## config.mk

```make
export PLATFORM = sky130hd
export DESIGN_NAME = chain_packet_layer
export DESIGN_NICKNAME = d
export VERILOG_FILES = /design/src/core/chain_pkg.sv /design/src/core/chain_packet_layer.sv
export SDC_FILE = /design/constraint.sdc
export NUM_CORES = 1
export LEC_CHECK = 0
export ABC_AREA = 1
export BUFFER_PORTS_ARGS = -buffer_cell sky130_fd_sc_hd__buf_2
export CORE_MARGIN = 4
export CORE_UTILIZATION = 50
export CTS_CLUSTER_DIAMETER = 100
export CTS_CLUSTER_SIZE = 30
export DETAILED_ROUTE_END_ITERATION = 6
export PLACE_DENSITY = 0.77
export SLEW_MARGIN = 20
export SYNTH_ARGS = -nofsm -noshare
export SYNTH_HDL_FRONTEND = slang
export SYNTH_SLANG_ARGS = --single-unit
```

## constraint.sdc

```tcl
create_clock -name CORE_CLK -period 2 [get_ports CORE_CLK]
set_input_delay 0.2 -clock CORE_CLK [delete_from_list [all_inputs] [get_ports CORE_CLK]]
set_output_delay 0.2 -clock CORE_CLK [all_outputs]
set_load 0.01 [all_outputs]
```

## src/core/chain_pkg.sv

```systemverilog
// Constants, types and helpers for the daisy-chain packet layer
// Overview of operation
// - Stop character is unencoded 54h, parity 1, six high and six low bits.
// - Low-Z idle drives both outputs to 0; high-Z idle leaves both undriven.
// - Leaving idle, positive output goes high briefly before start; no idle delay.
// - Lengths: assign 8, writes 14, single read 16, host-path commands 6.
// - Broadcast read 12+4z, block read 12+4BS; fill bytes only reserve slots.
// - Up-path command sets host-path selector to 1; down-path clears it.
// - Fixed codes: assign 57h, alert 21h, writes 02h, read 03h, 09h, 08h.
// - Single commands carry address in 7:3; other devices ignore them.
// - Block read holds block size 1-32 in bits 7:3, low bits 110.
// - Invalid register or device address: no access, packet forwarded unchanged.
// - Register address is one byte; register data is two bytes, 16 bits.
// - Data-check byte only in reads; single read changed by addressed device.
// - Host seeds data-check byte; each device ORs in its status and forwards.
// - Data-check bit 7 set by a device seeing a PEC error this transaction.
// - Bit 6 is OR of both enabled self-diagnostic alerts.
// - Bit 5 is reset alert OR six enabled miscellaneous alerts.
// - Bits 4..1 enabled aux over, aux under, cell over, cell under; bit 0 zero.
// - Masking an alert from data-check byte never clears the flag itself.
// - Scan-done and PEC roll-up never enter the byte; reset alert unmaskable.
// - PEC error sets path error flag, which sets the roll-up flag.
// - PEC in all but assign; alive byte in reads and writes only when enabled.
// - Data character: nibble LSB first, each bit then complement, parity 0.
// - Start character is unencoded 15h with parity 1.
// - A write is carried out only if no PEC error was found.
package chain_pkg;

  // Framing and command codes
  localparam logic [7:0] PREAMBLE_CHAR = 8'h15;
  localparam logic [7:0] STOP_CHAR     = 8'h54;
  localparam logic       FRAME_PARITY  = 1'h1;
  localparam logic       DATA_PARITY   = 1'h0;
  localparam logic [7:0] CMD_ADDR_ASSIGN = 8'h57;
  localparam logic [7:0] CMD_ALERT       = 8'h21;
  localparam logic [7:0] CMD_BCAST_WRITE = 8'h02;
  localparam logic [7:0] CMD_BCAST_READ  = 8'h03;
  localparam logic [7:0] CMD_DOWN_HOST   = 8'h09;
  localparam logic [7:0] CMD_UP_HOST     = 8'h08;
  localparam logic [2:0] LOW_SINGLE_WRITE = 3'h4;
  localparam logic [2:0] LOW_SINGLE_READ  = 3'h5;
  localparam logic [2:0] LOW_BLOCK_READ   = 3'h6;

  // Packet byte positions
  localparam logic [7:0] IDX_CMD       = 8'h00;
  localparam logic [7:0] IDX_REG       = 8'h01;
  localparam logic [7:0] IDX_DATA_LO   = 8'h02;
  localparam logic [7:0] IDX_DATA_HI   = 8'h03;
  localparam logic [7:0] WRITE_BYTES   = 8'h05;
  localparam logic [7:0] HOST_BYTES    = 8'h02;
  localparam logic [5:0] BLOCK_MAX     = 6'h20;

  // Alert flag positions on the alert and enable vectors
  localparam int AL_DIAG_A   = 0;
  localparam int AL_DIAG_B   = 1;
  localparam int AL_MISMATCH = 2;
  localparam int AL_BLK_OV   = 3;
  localparam int AL_BLK_UV   = 4;
  localparam int AL_INTF     = 5;
  localparam int AL_CAL      = 6;
  localparam int AL_BAL      = 7;
  localparam int AL_AUX_OV   = 8;
  localparam int AL_AUX_UV   = 9;
  localparam int AL_CELL_OV  = 10;
  localparam int AL_CELL_UV  = 11;
  localparam int ALERT_COUNT = 12;

  // Reset values
  localparam logic HOST_PATH_RESET = 1'h1;
  localparam logic READY_RESET     = 1'h1;

  // Bit timing
  localparam int CLK_HZ      = 25000000;
  localparam int BAUD_BPS    = 1000000;
  localparam int BIT_CYCLES  = CLK_HZ / BAUD_BPS;
  localparam logic [5:0] BIT_LAST  = 6'(BIT_CYCLES - 1);
  localparam logic [3:0] CHAR_BITS = 4'hc;

  typedef enum logic [3:0] {
    K_NONE, K_ADDR, K_BWRITE, K_SWRITE, K_BREAD, K_SREAD, K_BLOCK,
    K_UP_PATH_HOST_CMD, K_DOWN_PATH_HOST_CMD, K_OTHER
  } cmd_kind_type;

  typedef enum logic [1:0] {TX_IDLE, TX_LEAD, TX_SHIFT} tx_state_type;

  // Classify a command byte for this device
  function automatic cmd_kind_type decode_cmd(input logic [7:0] cmd,
                                              input logic [4:0] own);
    cmd_kind_type k;
    k = K_OTHER;
    case (cmd)
      CMD_ADDR_ASSIGN: k = K_ADDR;
      CMD_BCAST_WRITE: k = K_BWRITE;
      CMD_BCAST_READ:  k = K_BREAD;
      CMD_UP_HOST:     k = K_UP_PATH_HOST_CMD;
      CMD_DOWN_HOST:   k = K_DOWN_PATH_HOST_CMD;
      default: begin
        if (cmd[2:0] == LOW_BLOCK_READ)
          k = K_BLOCK;
        else if (cmd[7:3] == own && cmd[2:0] == LOW_SINGLE_READ)
          k = K_SREAD;
        else if (cmd[7:3] == own && cmd[2:0] == LOW_SINGLE_WRITE)
          k = K_SWRITE;
      end
    endcase
    return k;
  endfunction

  // Unencoded framing character, LSB first from start bit
  function automatic logic [11:0] frame_char(input logic [7:0] b);
    return {2'h3, FRAME_PARITY, b, 1'h0};
  endfunction

  // Manchester data character carrying one nibble
  function automatic logic [11:0] data_char(input logic [3:0] n);
    return {2'h3, DATA_PARITY, ~n[3], n[3], ~n[2], n[2],
            ~n[1], n[1], ~n[0], n[0], 1'h0};
  endfunction

endpackage

```

## src/core/chain_packet_layer.sv

```systemverilog
// Packet layer of one daisy-chained device: parse, substitute, re-send
`timescale 1ns/1ps
module chain_packet_layer (
  input  wire logic        CORE_CLK,
  input  wire logic        RST,
  input  wire logic        RX_START,
  input  wire logic        RX_VALID,
  input  wire logic [7:0]  RX_BYTE,
  output logic             RX_READY,
  input  wire logic        RX_STOP,
  input  wire logic        RX_CRC_ERROR,
  input  wire logic        RX_PATH_UP,
  input  wire logic [4:0]  DEVICE_ADDRESS,
  input  wire logic [5:0]  DEVICE_COUNT,
  input  wire logic        ALIVE_COUNTER_ENABLE,
  input  wire logic        IDLE_HIGH_Z,
  input  wire logic [11:0] ALERT_FLAGS,
  input  wire logic [11:0] ALERT_ENABLE,
  input  wire logic        POWER_ON_RESET_ALERT,
  output logic [7:0]       REG_ADDR,
  input  wire logic        REG_VALID,
  input  wire logic [15:0] READ_DATA,
  output logic             WRITE_STROBE,
  output logic [15:0]      WRITE_DATA,
  output logic             HOST_PATH_SELECT,
  input  wire logic        CLEAR_CRC_FLAGS,
  output logic             UP_PATH_CRC_ERROR,
  output logic             DOWN_PATH_CRC_ERROR,
  output logic             CRC_ERROR_ROLLUP,
  output logic             TX_POSITIVE_PIN,
  output logic             TX_NEGATIVE_PIN,
  output logic             TX_POSITIVE_OE,
  output logic             TX_NEGATIVE_OE
);

  chain_pkg::cmd_kind_type kind, next_kind;
  logic [7:0]  idx, next_idx;
  logic [5:0]  pairs, next_pairs;
  logic        pec_err, next_pec_err;
  logic        skip, next_skip;
  logic [7:0]  next_reg_addr;
  logic        next_strobe;
  logic [15:0] next_wdata;
  logic        next_host;
  logic [7:0]  byte_out;
  logic        take;
  logic [7:0]  fill_off;
  logic [7:0]  dc_idx;
  logic        is_read;
  logic        in_fill;
  logic        serve;
  logic [7:0]  status;
  logic        crc_now;

  // Masked alert summary for the data-check byte
  assign crc_now = pec_err | RX_CRC_ERROR;
  assign status[7] = crc_now;
  assign status[6] = (ALERT_FLAGS[chain_pkg::AL_DIAG_A]
                      & ALERT_ENABLE[chain_pkg::AL_DIAG_A])
                   | (ALERT_FLAGS[chain_pkg::AL_DIAG_B]
                      & ALERT_ENABLE[chain_pkg::AL_DIAG_B]);
  assign status[5] = POWER_ON_RESET_ALERT
                   | (|(ALERT_FLAGS[chain_pkg::AL_BAL:chain_pkg::AL_MISMATCH]
                      & ALERT_ENABLE[chain_pkg::AL_BAL:chain_pkg::AL_MISMATCH]));
  // Flags are only read here, so masking leaves them intact
  assign status[4] = ALERT_FLAGS[chain_pkg::AL_AUX_OV]
                   & ALERT_ENABLE[chain_pkg::AL_AUX_OV];
  assign status[3] = ALERT_FLAGS[chain_pkg::AL_AUX_UV]
                   & ALERT_ENABLE[chain_pkg::AL_AUX_UV];
  assign status[2] = ALERT_FLAGS[chain_pkg::AL_CELL_OV]
                   & ALERT_ENABLE[chain_pkg::AL_CELL_OV];
  assign status[1] = ALERT_FLAGS[chain_pkg::AL_CELL_UV]
                   & ALERT_ENABLE[chain_pkg::AL_CELL_UV];
  assign status[0] = 1'h0;

  // Packet position decode
  assign take     = RX_VALID & RX_READY & ~RX_START;
  assign fill_off = idx - chain_pkg::IDX_DATA_LO;
  assign dc_idx   = {1'h0, pairs, 1'h0} + chain_pkg::IDX_DATA_LO;
  assign is_read  = (kind == chain_pkg::K_BREAD) | (kind == chain_pkg::K_SREAD)
                  | (kind == chain_pkg::K_BLOCK);
  assign in_fill  = is_read & (idx >= chain_pkg::IDX_DATA_LO) & (idx < dc_idx);
  assign serve    = in_fill & REG_VALID & ((idx == chain_pkg::IDX_DATA_LO) | ~skip)
                  & ((kind != chain_pkg::K_BREAD)
                     | (fill_off[6:1] == {1'h0, DEVICE_ADDRESS}));

  // Receive parser: command, address, data, substitution, commit
  always_comb begin
    next_kind     = kind;
    next_idx      = idx;
    next_pairs    = pairs;
    next_pec_err  = pec_err | RX_CRC_ERROR;
    next_skip     = skip;
    next_reg_addr = REG_ADDR;
    next_strobe   = 1'h0;
    next_wdata    = WRITE_DATA;
    next_host     = HOST_PATH_SELECT;
    byte_out      = RX_BYTE;
    if (RX_START) begin
      next_kind    = chain_pkg::K_NONE;
      next_idx     = chain_pkg::IDX_CMD;
      next_pec_err = RX_CRC_ERROR;
      next_skip    = 1'h0;
    end
    if (take) begin
      next_idx = (idx == 8'hff) ? idx : idx + 8'h01;
      if (idx == chain_pkg::IDX_CMD) begin
        next_kind = chain_pkg::decode_cmd(RX_BYTE, DEVICE_ADDRESS);
        case (chain_pkg::decode_cmd(RX_BYTE, DEVICE_ADDRESS))
          chain_pkg::K_BREAD: next_pairs = DEVICE_COUNT;
          chain_pkg::K_SREAD: next_pairs = 6'h01;
          chain_pkg::K_BLOCK: next_pairs = (RX_BYTE[7:3] == 5'h00) ?
                              chain_pkg::BLOCK_MAX : {1'h0, RX_BYTE[7:3]};
          default:            next_pairs = 6'h00;
        endcase
      end
      if (idx == chain_pkg::IDX_REG)
        next_reg_addr = RX_BYTE;
      if (idx == chain_pkg::IDX_DATA_LO) begin
        next_skip = ~REG_VALID;
        if (kind == chain_pkg::K_BWRITE || kind == chain_pkg::K_SWRITE)
          next_wdata[7:0] = RX_BYTE;
      end
      if (idx == chain_pkg::IDX_DATA_HI)
        if (kind == chain_pkg::K_BWRITE || kind == chain_pkg::K_SWRITE)
          next_wdata[15:8] = RX_BYTE;
      if (serve)
        byte_out = fill_off[0] ? READ_DATA[15:8] : READ_DATA[7:0];
      if (in_fill && fill_off[0] && kind == chain_pkg::K_BLOCK)
        next_reg_addr = REG_ADDR + 8'h01;
      if (is_read && idx == dc_idx && !skip)
        byte_out = RX_BYTE | status;
    end
    if (RX_STOP && !RX_START) begin
      if (!crc_now) begin
        if ((kind == chain_pkg::K_BWRITE || kind == chain_pkg::K_SWRITE)
            && REG_VALID
            && idx == chain_pkg::WRITE_BYTES + {7'h00, ALIVE_COUNTER_ENABLE})
          next_strobe = 1'h1;
        if (kind == chain_pkg::K_UP_PATH_HOST_CMD && idx >= chain_pkg::HOST_BYTES)
          next_host = 1'h1;
        if (kind == chain_pkg::K_DOWN_PATH_HOST_CMD && idx >= chain_pkg::HOST_BYTES)
          next_host = 1'h0;
      end
      next_kind = chain_pkg::K_NONE;
    end
  end

  always_ff @(posedge CORE_CLK) begin
    if (RST) begin
      kind             <= chain_pkg::K_NONE;
      idx              <= chain_pkg::IDX_CMD;
      pairs            <= 6'h00;
      pec_err          <= 1'h0;
      skip             <= 1'h0;
      REG_ADDR         <= 8'h00;
      WRITE_STROBE     <= 1'h0;
      WRITE_DATA       <= 16'h0000;
      HOST_PATH_SELECT <= chain_pkg::HOST_PATH_RESET;
    end else begin
      kind             <= next_kind;
      idx              <= next_idx;
      pairs            <= next_pairs;
      pec_err          <= next_pec_err;
      skip             <= next_skip;
      REG_ADDR         <= next_reg_addr;
      WRITE_STROBE     <= next_strobe;
      WRITE_DATA       <= next_wdata;
      HOST_PATH_SELECT <= next_host;
    end
  end

  // Path error flags; a new error wins over a clear
  logic next_up_err, next_dn_err;
  always_comb begin
    next_up_err = (UP_PATH_CRC_ERROR & ~CLEAR_CRC_FLAGS)
                | (RX_CRC_ERROR & RX_PATH_UP);
    next_dn_err = (DOWN_PATH_CRC_ERROR & ~CLEAR_CRC_FLAGS)
                | (RX_CRC_ERROR & ~RX_PATH_UP);
  end

  always_ff @(posedge CORE_CLK) begin
    if (RST) begin
      UP_PATH_CRC_ERROR   <= 1'h0;
      DOWN_PATH_CRC_ERROR <= 1'h0;
      CRC_ERROR_ROLLUP    <= 1'h0;
    end else begin
      UP_PATH_CRC_ERROR   <= next_up_err;
      DOWN_PATH_CRC_ERROR <= next_dn_err;
      CRC_ERROR_ROLLUP    <= next_up_err | next_dn_err;
    end
  end

  // Transmitter: one-byte hold, framing pend flags, bit serializer
  chain_pkg::tx_state_type tx_state, next_tx_state;
  logic [7:0]  hold, next_hold;
  logic        hold_full, next_hold_full;
  logic        hi_nib, next_hi_nib;
  logic        sop_pend, next_sop_pend;
  logic        eop_pend, next_eop_pend;
  logic [11:0] shreg, next_shreg;
  logic [3:0]  bits_left, next_bits_left;
  logic [5:0]  cnt, next_cnt;
  logic        next_ready, next_pos, next_neg, next_oe;
  logic        bit_en, need_char, have_char;
  logic [11:0] new_char;

  assign bit_en    = (cnt == chain_pkg::BIT_LAST);
  assign need_char = (tx_state == chain_pkg::TX_IDLE)
                   | ((tx_state == chain_pkg::TX_SHIFT) & bit_en
                      & (bits_left == 4'h1));
  assign have_char = hold_full | eop_pend | sop_pend;

  always_comb begin
    next_tx_state  = tx_state;
    next_hold      = hold;
    next_hold_full = hold_full;
    next_hi_nib    = hi_nib;
    next_sop_pend  = sop_pend | RX_START;
    next_eop_pend  = eop_pend | (RX_STOP & ~RX_START);
    next_shreg     = shreg;
    next_bits_left = bits_left;
    next_cnt       = bit_en ? 6'h00 : cnt + 6'h01;
    new_char       = chain_pkg::data_char(hi_nib ? hold[7:4] : hold[3:0]);
    if (take) begin
      next_hold      = byte_out;
      next_hold_full = 1'h1;
      next_hi_nib    = 1'h0;
    end
    if (tx_state == chain_pkg::TX_LEAD && bit_en)
      next_tx_state = chain_pkg::TX_SHIFT;
    if (tx_state == chain_pkg::TX_SHIFT && bit_en) begin
      next_shreg     = {1'h1, shreg[11:1]};
      next_bits_left = bits_left - 4'h1;
    end
    if (need_char) begin
      if (!have_char) begin
        next_tx_state = chain_pkg::TX_IDLE;
      end else begin
        if (hold_full) begin
          next_hi_nib    = ~hi_nib;
          next_hold_full = ~hi_nib;
        end else if (eop_pend) begin
          new_char      = chain_pkg::frame_char(chain_pkg::STOP_CHAR);
          next_eop_pend = 1'h0;
        end else begin
          new_char      = chain_pkg::frame_char(chain_pkg::PREAMBLE_CHAR);
          next_sop_pend = RX_START;
        end
        next_shreg     = new_char;
        next_bits_left = chain_pkg::CHAR_BITS;
        if (tx_state == chain_pkg::TX_IDLE) begin
          next_tx_state = chain_pkg::TX_LEAD;
          next_cnt      = 6'h00;
        end
      end
    end
    next_ready = ~next_hold_full & ~next_sop_pend;
    case (next_tx_state)
      chain_pkg::TX_LEAD: begin
        next_pos = 1'h1;
        next_neg = 1'h0;
        next_oe  = 1'h1;
      end
      chain_pkg::TX_SHIFT: begin
        next_pos = next_shreg[0];
        next_neg = ~next_shreg[0];
        next_oe  = 1'h1;
      end
      default: begin
        next_pos = 1'h0;
        next_neg = 1'h0;
        next_oe  = ~IDLE_HIGH_Z;
      end
    endcase
  end

  always_ff @(posedge CORE_CLK) begin
    if (RST) begin
      tx_state        <= chain_pkg::TX_IDLE;
      hold            <= 8'h00;
      hold_full       <= 1'h0;
      hi_nib          <= 1'h0;
      sop_pend        <= 1'h0;
      eop_pend        <= 1'h0;
      shreg           <= 12'hfff;
      bits_left       <= 4'h0;
      cnt             <= 6'h00;
      RX_READY        <= chain_pkg::READY_RESET;
      TX_POSITIVE_PIN <= 1'h0;
      TX_NEGATIVE_PIN <= 1'h0;
      TX_POSITIVE_OE  <= 1'h0;
      TX_NEGATIVE_OE  <= 1'h0;
    end else begin
      tx_state        <= next_tx_state;
      hold            <= next_hold;
      hold_full       <= next_hold_full;
      hi_nib          <= next_hi_nib;
      sop_pend        <= next_sop_pend;
      eop_pend        <= next_eop_pend;
      shreg           <= next_shreg;
      bits_left       <= next_bits_left;
      cnt             <= next_cnt;
      RX_READY        <= next_ready;
      TX_POSITIVE_PIN <= next_pos;
      TX_NEGATIVE_PIN <= next_neg;
      TX_POSITIVE_OE  <= next_oe;
      TX_NEGATIVE_OE  <= next_oe;
    end
  end
endmodule

```

==> metrics.txt <==
peak fanout along the critical path 5; Post-synth EDFFs 0; pre-CTS WS -331.8 ps; Pwr Density 607.5 nW/um^2; Worst setup EP type register; Die Wd about 110 um; Hold Path Class primary input to register; Async S/R FF share, synth 0%; I/O pin cnt ~110; Post-DP HPWL 11280 um; initial antenna violation count 0; Nets 952; xor and xnor area share after synthesis between 3 and 4%; WP data arrival 2590 ps; crit start category register; clk sinks slightly below 90; P&R area growth vs syn 26.44%; fmax 439.9 MHz; final setup vio count 16; GPL Wtd Cong approximately 0.97; Synth Area in Compound Gates roughly 16%; sequential share of the synthesized area between 30 and 40%; routed wire length between 15000 and 20000 um; H-tree depth 3; Starting DRT DRC Count ~390; post-synthesis adder-cell area fraction between 5 and 6%; Routed Antenna Nets 0; Slew headroom between 60% and 70%; Yosys warnings 0; Final Util around two thirds; drt pass-1 iters 6; antenna cells 0; routed vias/inst 5.475; # DRC 0; total grt overflow 0; dpl cells 976; required time worst endpoint roughly 2300 ps; Bufs on Longest Clock Path 2; Finished Layout Cells about 1000; final setup TNS -3956 ps; CTS Root Cell clkbuf_8; Tot Pwr 3.998 mW; status finished, violations left; Syn Nets roughly 800; min cycle time layout between 2000 and 2500 ps; setup ws final -273.3 ps; clock slew seen by the registers of the worst setup and hold paths 100 ps; Distinct cells, synth roughly 50; clk_lat worst skew 380 ps; num rows 36; layout cells sized above 1 30.06%; largest family of logic cells by synthesized area simple AND/OR/NAND/NOR gates; Clock Skew around 13 ps; simple-gate area share of the yosys netlist 30.26%; synthesized area around 5200 um^2; VDD IR max 0.0003466 V; Die Y around 110 um; CTS tree built; Top FF cell, synth dfxtp_1; IO Port Bufs around 100; Crit Path Category register to register; P_leak slightly above 3 nW; Seq cells post-synth around 90; RSZ-0062 raised after global routing true; final critical-path share of the clock period 113.7%; mux contribution to synthesized area under 10%; via count 5464; failing checks setup timing; routed length per placed instance ~16 um; synthesized instance count 730; Fin. Hold Viols 0; Total GRT Usage around 26%; Starting Density a little over half; CTS Buf Count 9; largest net degree at the start of global routing 43; Max Slew Vio Count 0; total of max-cap violations 0; first-pass GRT wire length around 25000 um; Core Area 9955 um^2; worst-margin pin slew between 400 and 500 ps; Avg Cell Area, Syn roughly 7 um^2; vias in the first global route between 5k and 6k; die area roughly 12000 um^2
==> cells in the mapped netlist (2+ instances only) <==
master      n  area, um^2
ha_1       21       262.8
o21ai_2     2       17.52
nand2_1   138       518.0
xor2_1     13       113.9
buf_2       5       25.02
o21ai_0    65       325.3
nor2_2      6       37.54
nand2_4     2       22.52
nor4_1      2       12.51
nor3b_1     2       15.01
a21oi_1    60       300.3
nor3_1      9       45.04
nand4_4     2       42.54
buf_6       4       45.04
inv_2       9       33.78
nand2_2    11       68.82
nand3_1    49       245.2
dfxtp_1    89        1782
nand3_4     2       35.03
nand4_1    11       68.82
nand3b_1    4       30.03
a221oi_1    2       17.52
buf_4       2       15.01
a211oi_1    4       30.03
clkbuf_1    9       33.78
nand3_2     3       30.03
inv_1      81       304.0
or2_2       3       18.77
clkinv_2    2       10.01
nor2_1     68       255.2
o21ai_1     6       30.03
xnor2_1     6       52.55
a31oi_1     2       12.51
o211ai_1    8       60.06
mux2i_1     8       80.08
nor2_4      5       56.30
==> cell families (layout without fill, tap and decap cells) <==
logic type      count (synthesis)  after routing
mux                             8              8
flops                          89             89
compound gates                156            156
simple gates                  322            323
xor+xnor                       19             19
buf+inv                       115            249
fa+ha+maj                      21             21
==> timing repair <==
| action | in CTS | in global routing |
|---|---|---|
| pin swaps | 20 | 15 |
| hold buffers | 1 | 0 |
| endpoints found under the setup margin | 17 | 18 |
| gates cloned | 3 | 0 |
| buffers inserted | 0 | 2 |
| hold endpoints to repair | 1 | 0 |
| resized for setup | 32 | 38 |
==> worst max-delay path, cell delays in order (launching register included) <==
cell	delay (ps)
dfxtp_4	370
ha_4	160
buf_4	150
xnor2_4	120
ha_1	290
a21oi_1	130
o21ai_1	90
nand2_1	110
nand3_4	120
inv_4	100
nand2_8	70
o22ai_4	120
buf_4	140
buf_6	120
o21ai_2	50
nor2_1	90
==> layout make-up <==
type                            count  area, um^2
Fill cell                         869        3373
Multi-Input combinational cell    527        3198
Sequential cell                    89        1795
Timing Repair Buffer              139       834.6
Inverter                           94       364.1
Tap cell                          133       166.4
Clock buffer                        9       123.9
Clock inverter                      7       98.84
==> layer usage <==
metal,wire length [um],GRT usage (%),vias up
met3,1165,3.262,24
met1,6599,33.12,2542
met4,323,9.528,0
li1,-,-,2685
met5,0,0,-
met2,7385,44.19,213
==> layout by cell type, fill, tap and decap left out, types with 8 or more instances in the layout <==
cell | synthesis | layout
inv_1 | 81 | 80
buf_4 | 2 | 28
nand3_2 | 3 | 9
xor2_1 | 13 | 12
a21oi_2 | 1 | 10
o21ai_0 | 65 | 58
o21ai_2 | 2 | 12
nor2_1 | 68 | 66
inv_2 | 9 | 8
buf_2 | 5 | 104
o211ai_1 | 8 | 8
nand2_2 | 11 | 20
a21oi_1 | 60 | 51
mux2i_1 | 8 | 8
dfxtp_1 | 89 | 84
nand4_1 | 11 | 11
clkbuf_8 | 0 | 9
nand2_1 | 138 | 127
ha_1 | 21 | 17
nor3_1 | 9 | 9
nand3_1 | 49 | 42
==> through the flow <==
step / instance area, um^2 / hold slack, ps
6_report: 6581 / 104.3
2_1_floorplan: 5234 / 295.9
5_1_grt: 6581 / 106.0
3_5_place_dp: 6061 / 389.5
4_1_cts: 6410 / 98.55
3_3_place_gp: 6061 / 383.3
==> power breakdown <==
part / total, mW / internal (mW) / switching, mW
Combinational: 0.678 / 0.256 / 0.422
Clock: 1.43 / 0.717 / 0.709
Sequential: 1.89 / 1.85 / 0.0472
Total: 4.00 / 2.82 / 1.18
==> state kept, by name, indices dropped and copies added, names as in the netlist, 2 cells and up <==
register,cells
shreg,12
kind,4
pairs,6
idx,8
tx_state,2
cnt,6
bits_left,4
hold,8
WRITE_DATA,16
REG_ADDR,8
==> final timing paths <==
kind                                start           to  slack (ps)  depth (start not counted)
worst max-delay path             pairs[0]  REG_ADDR[0]        -270                         15
worst min-delay path             RX_START      pec_err         100                          2
worst max register to register   pairs[0]  REG_ADDR[0]        -270                         15
worst min register to register  shreg[11]    shreg[11]         460                          2
No activity file was read; power rests on OpenSTA's default activity.
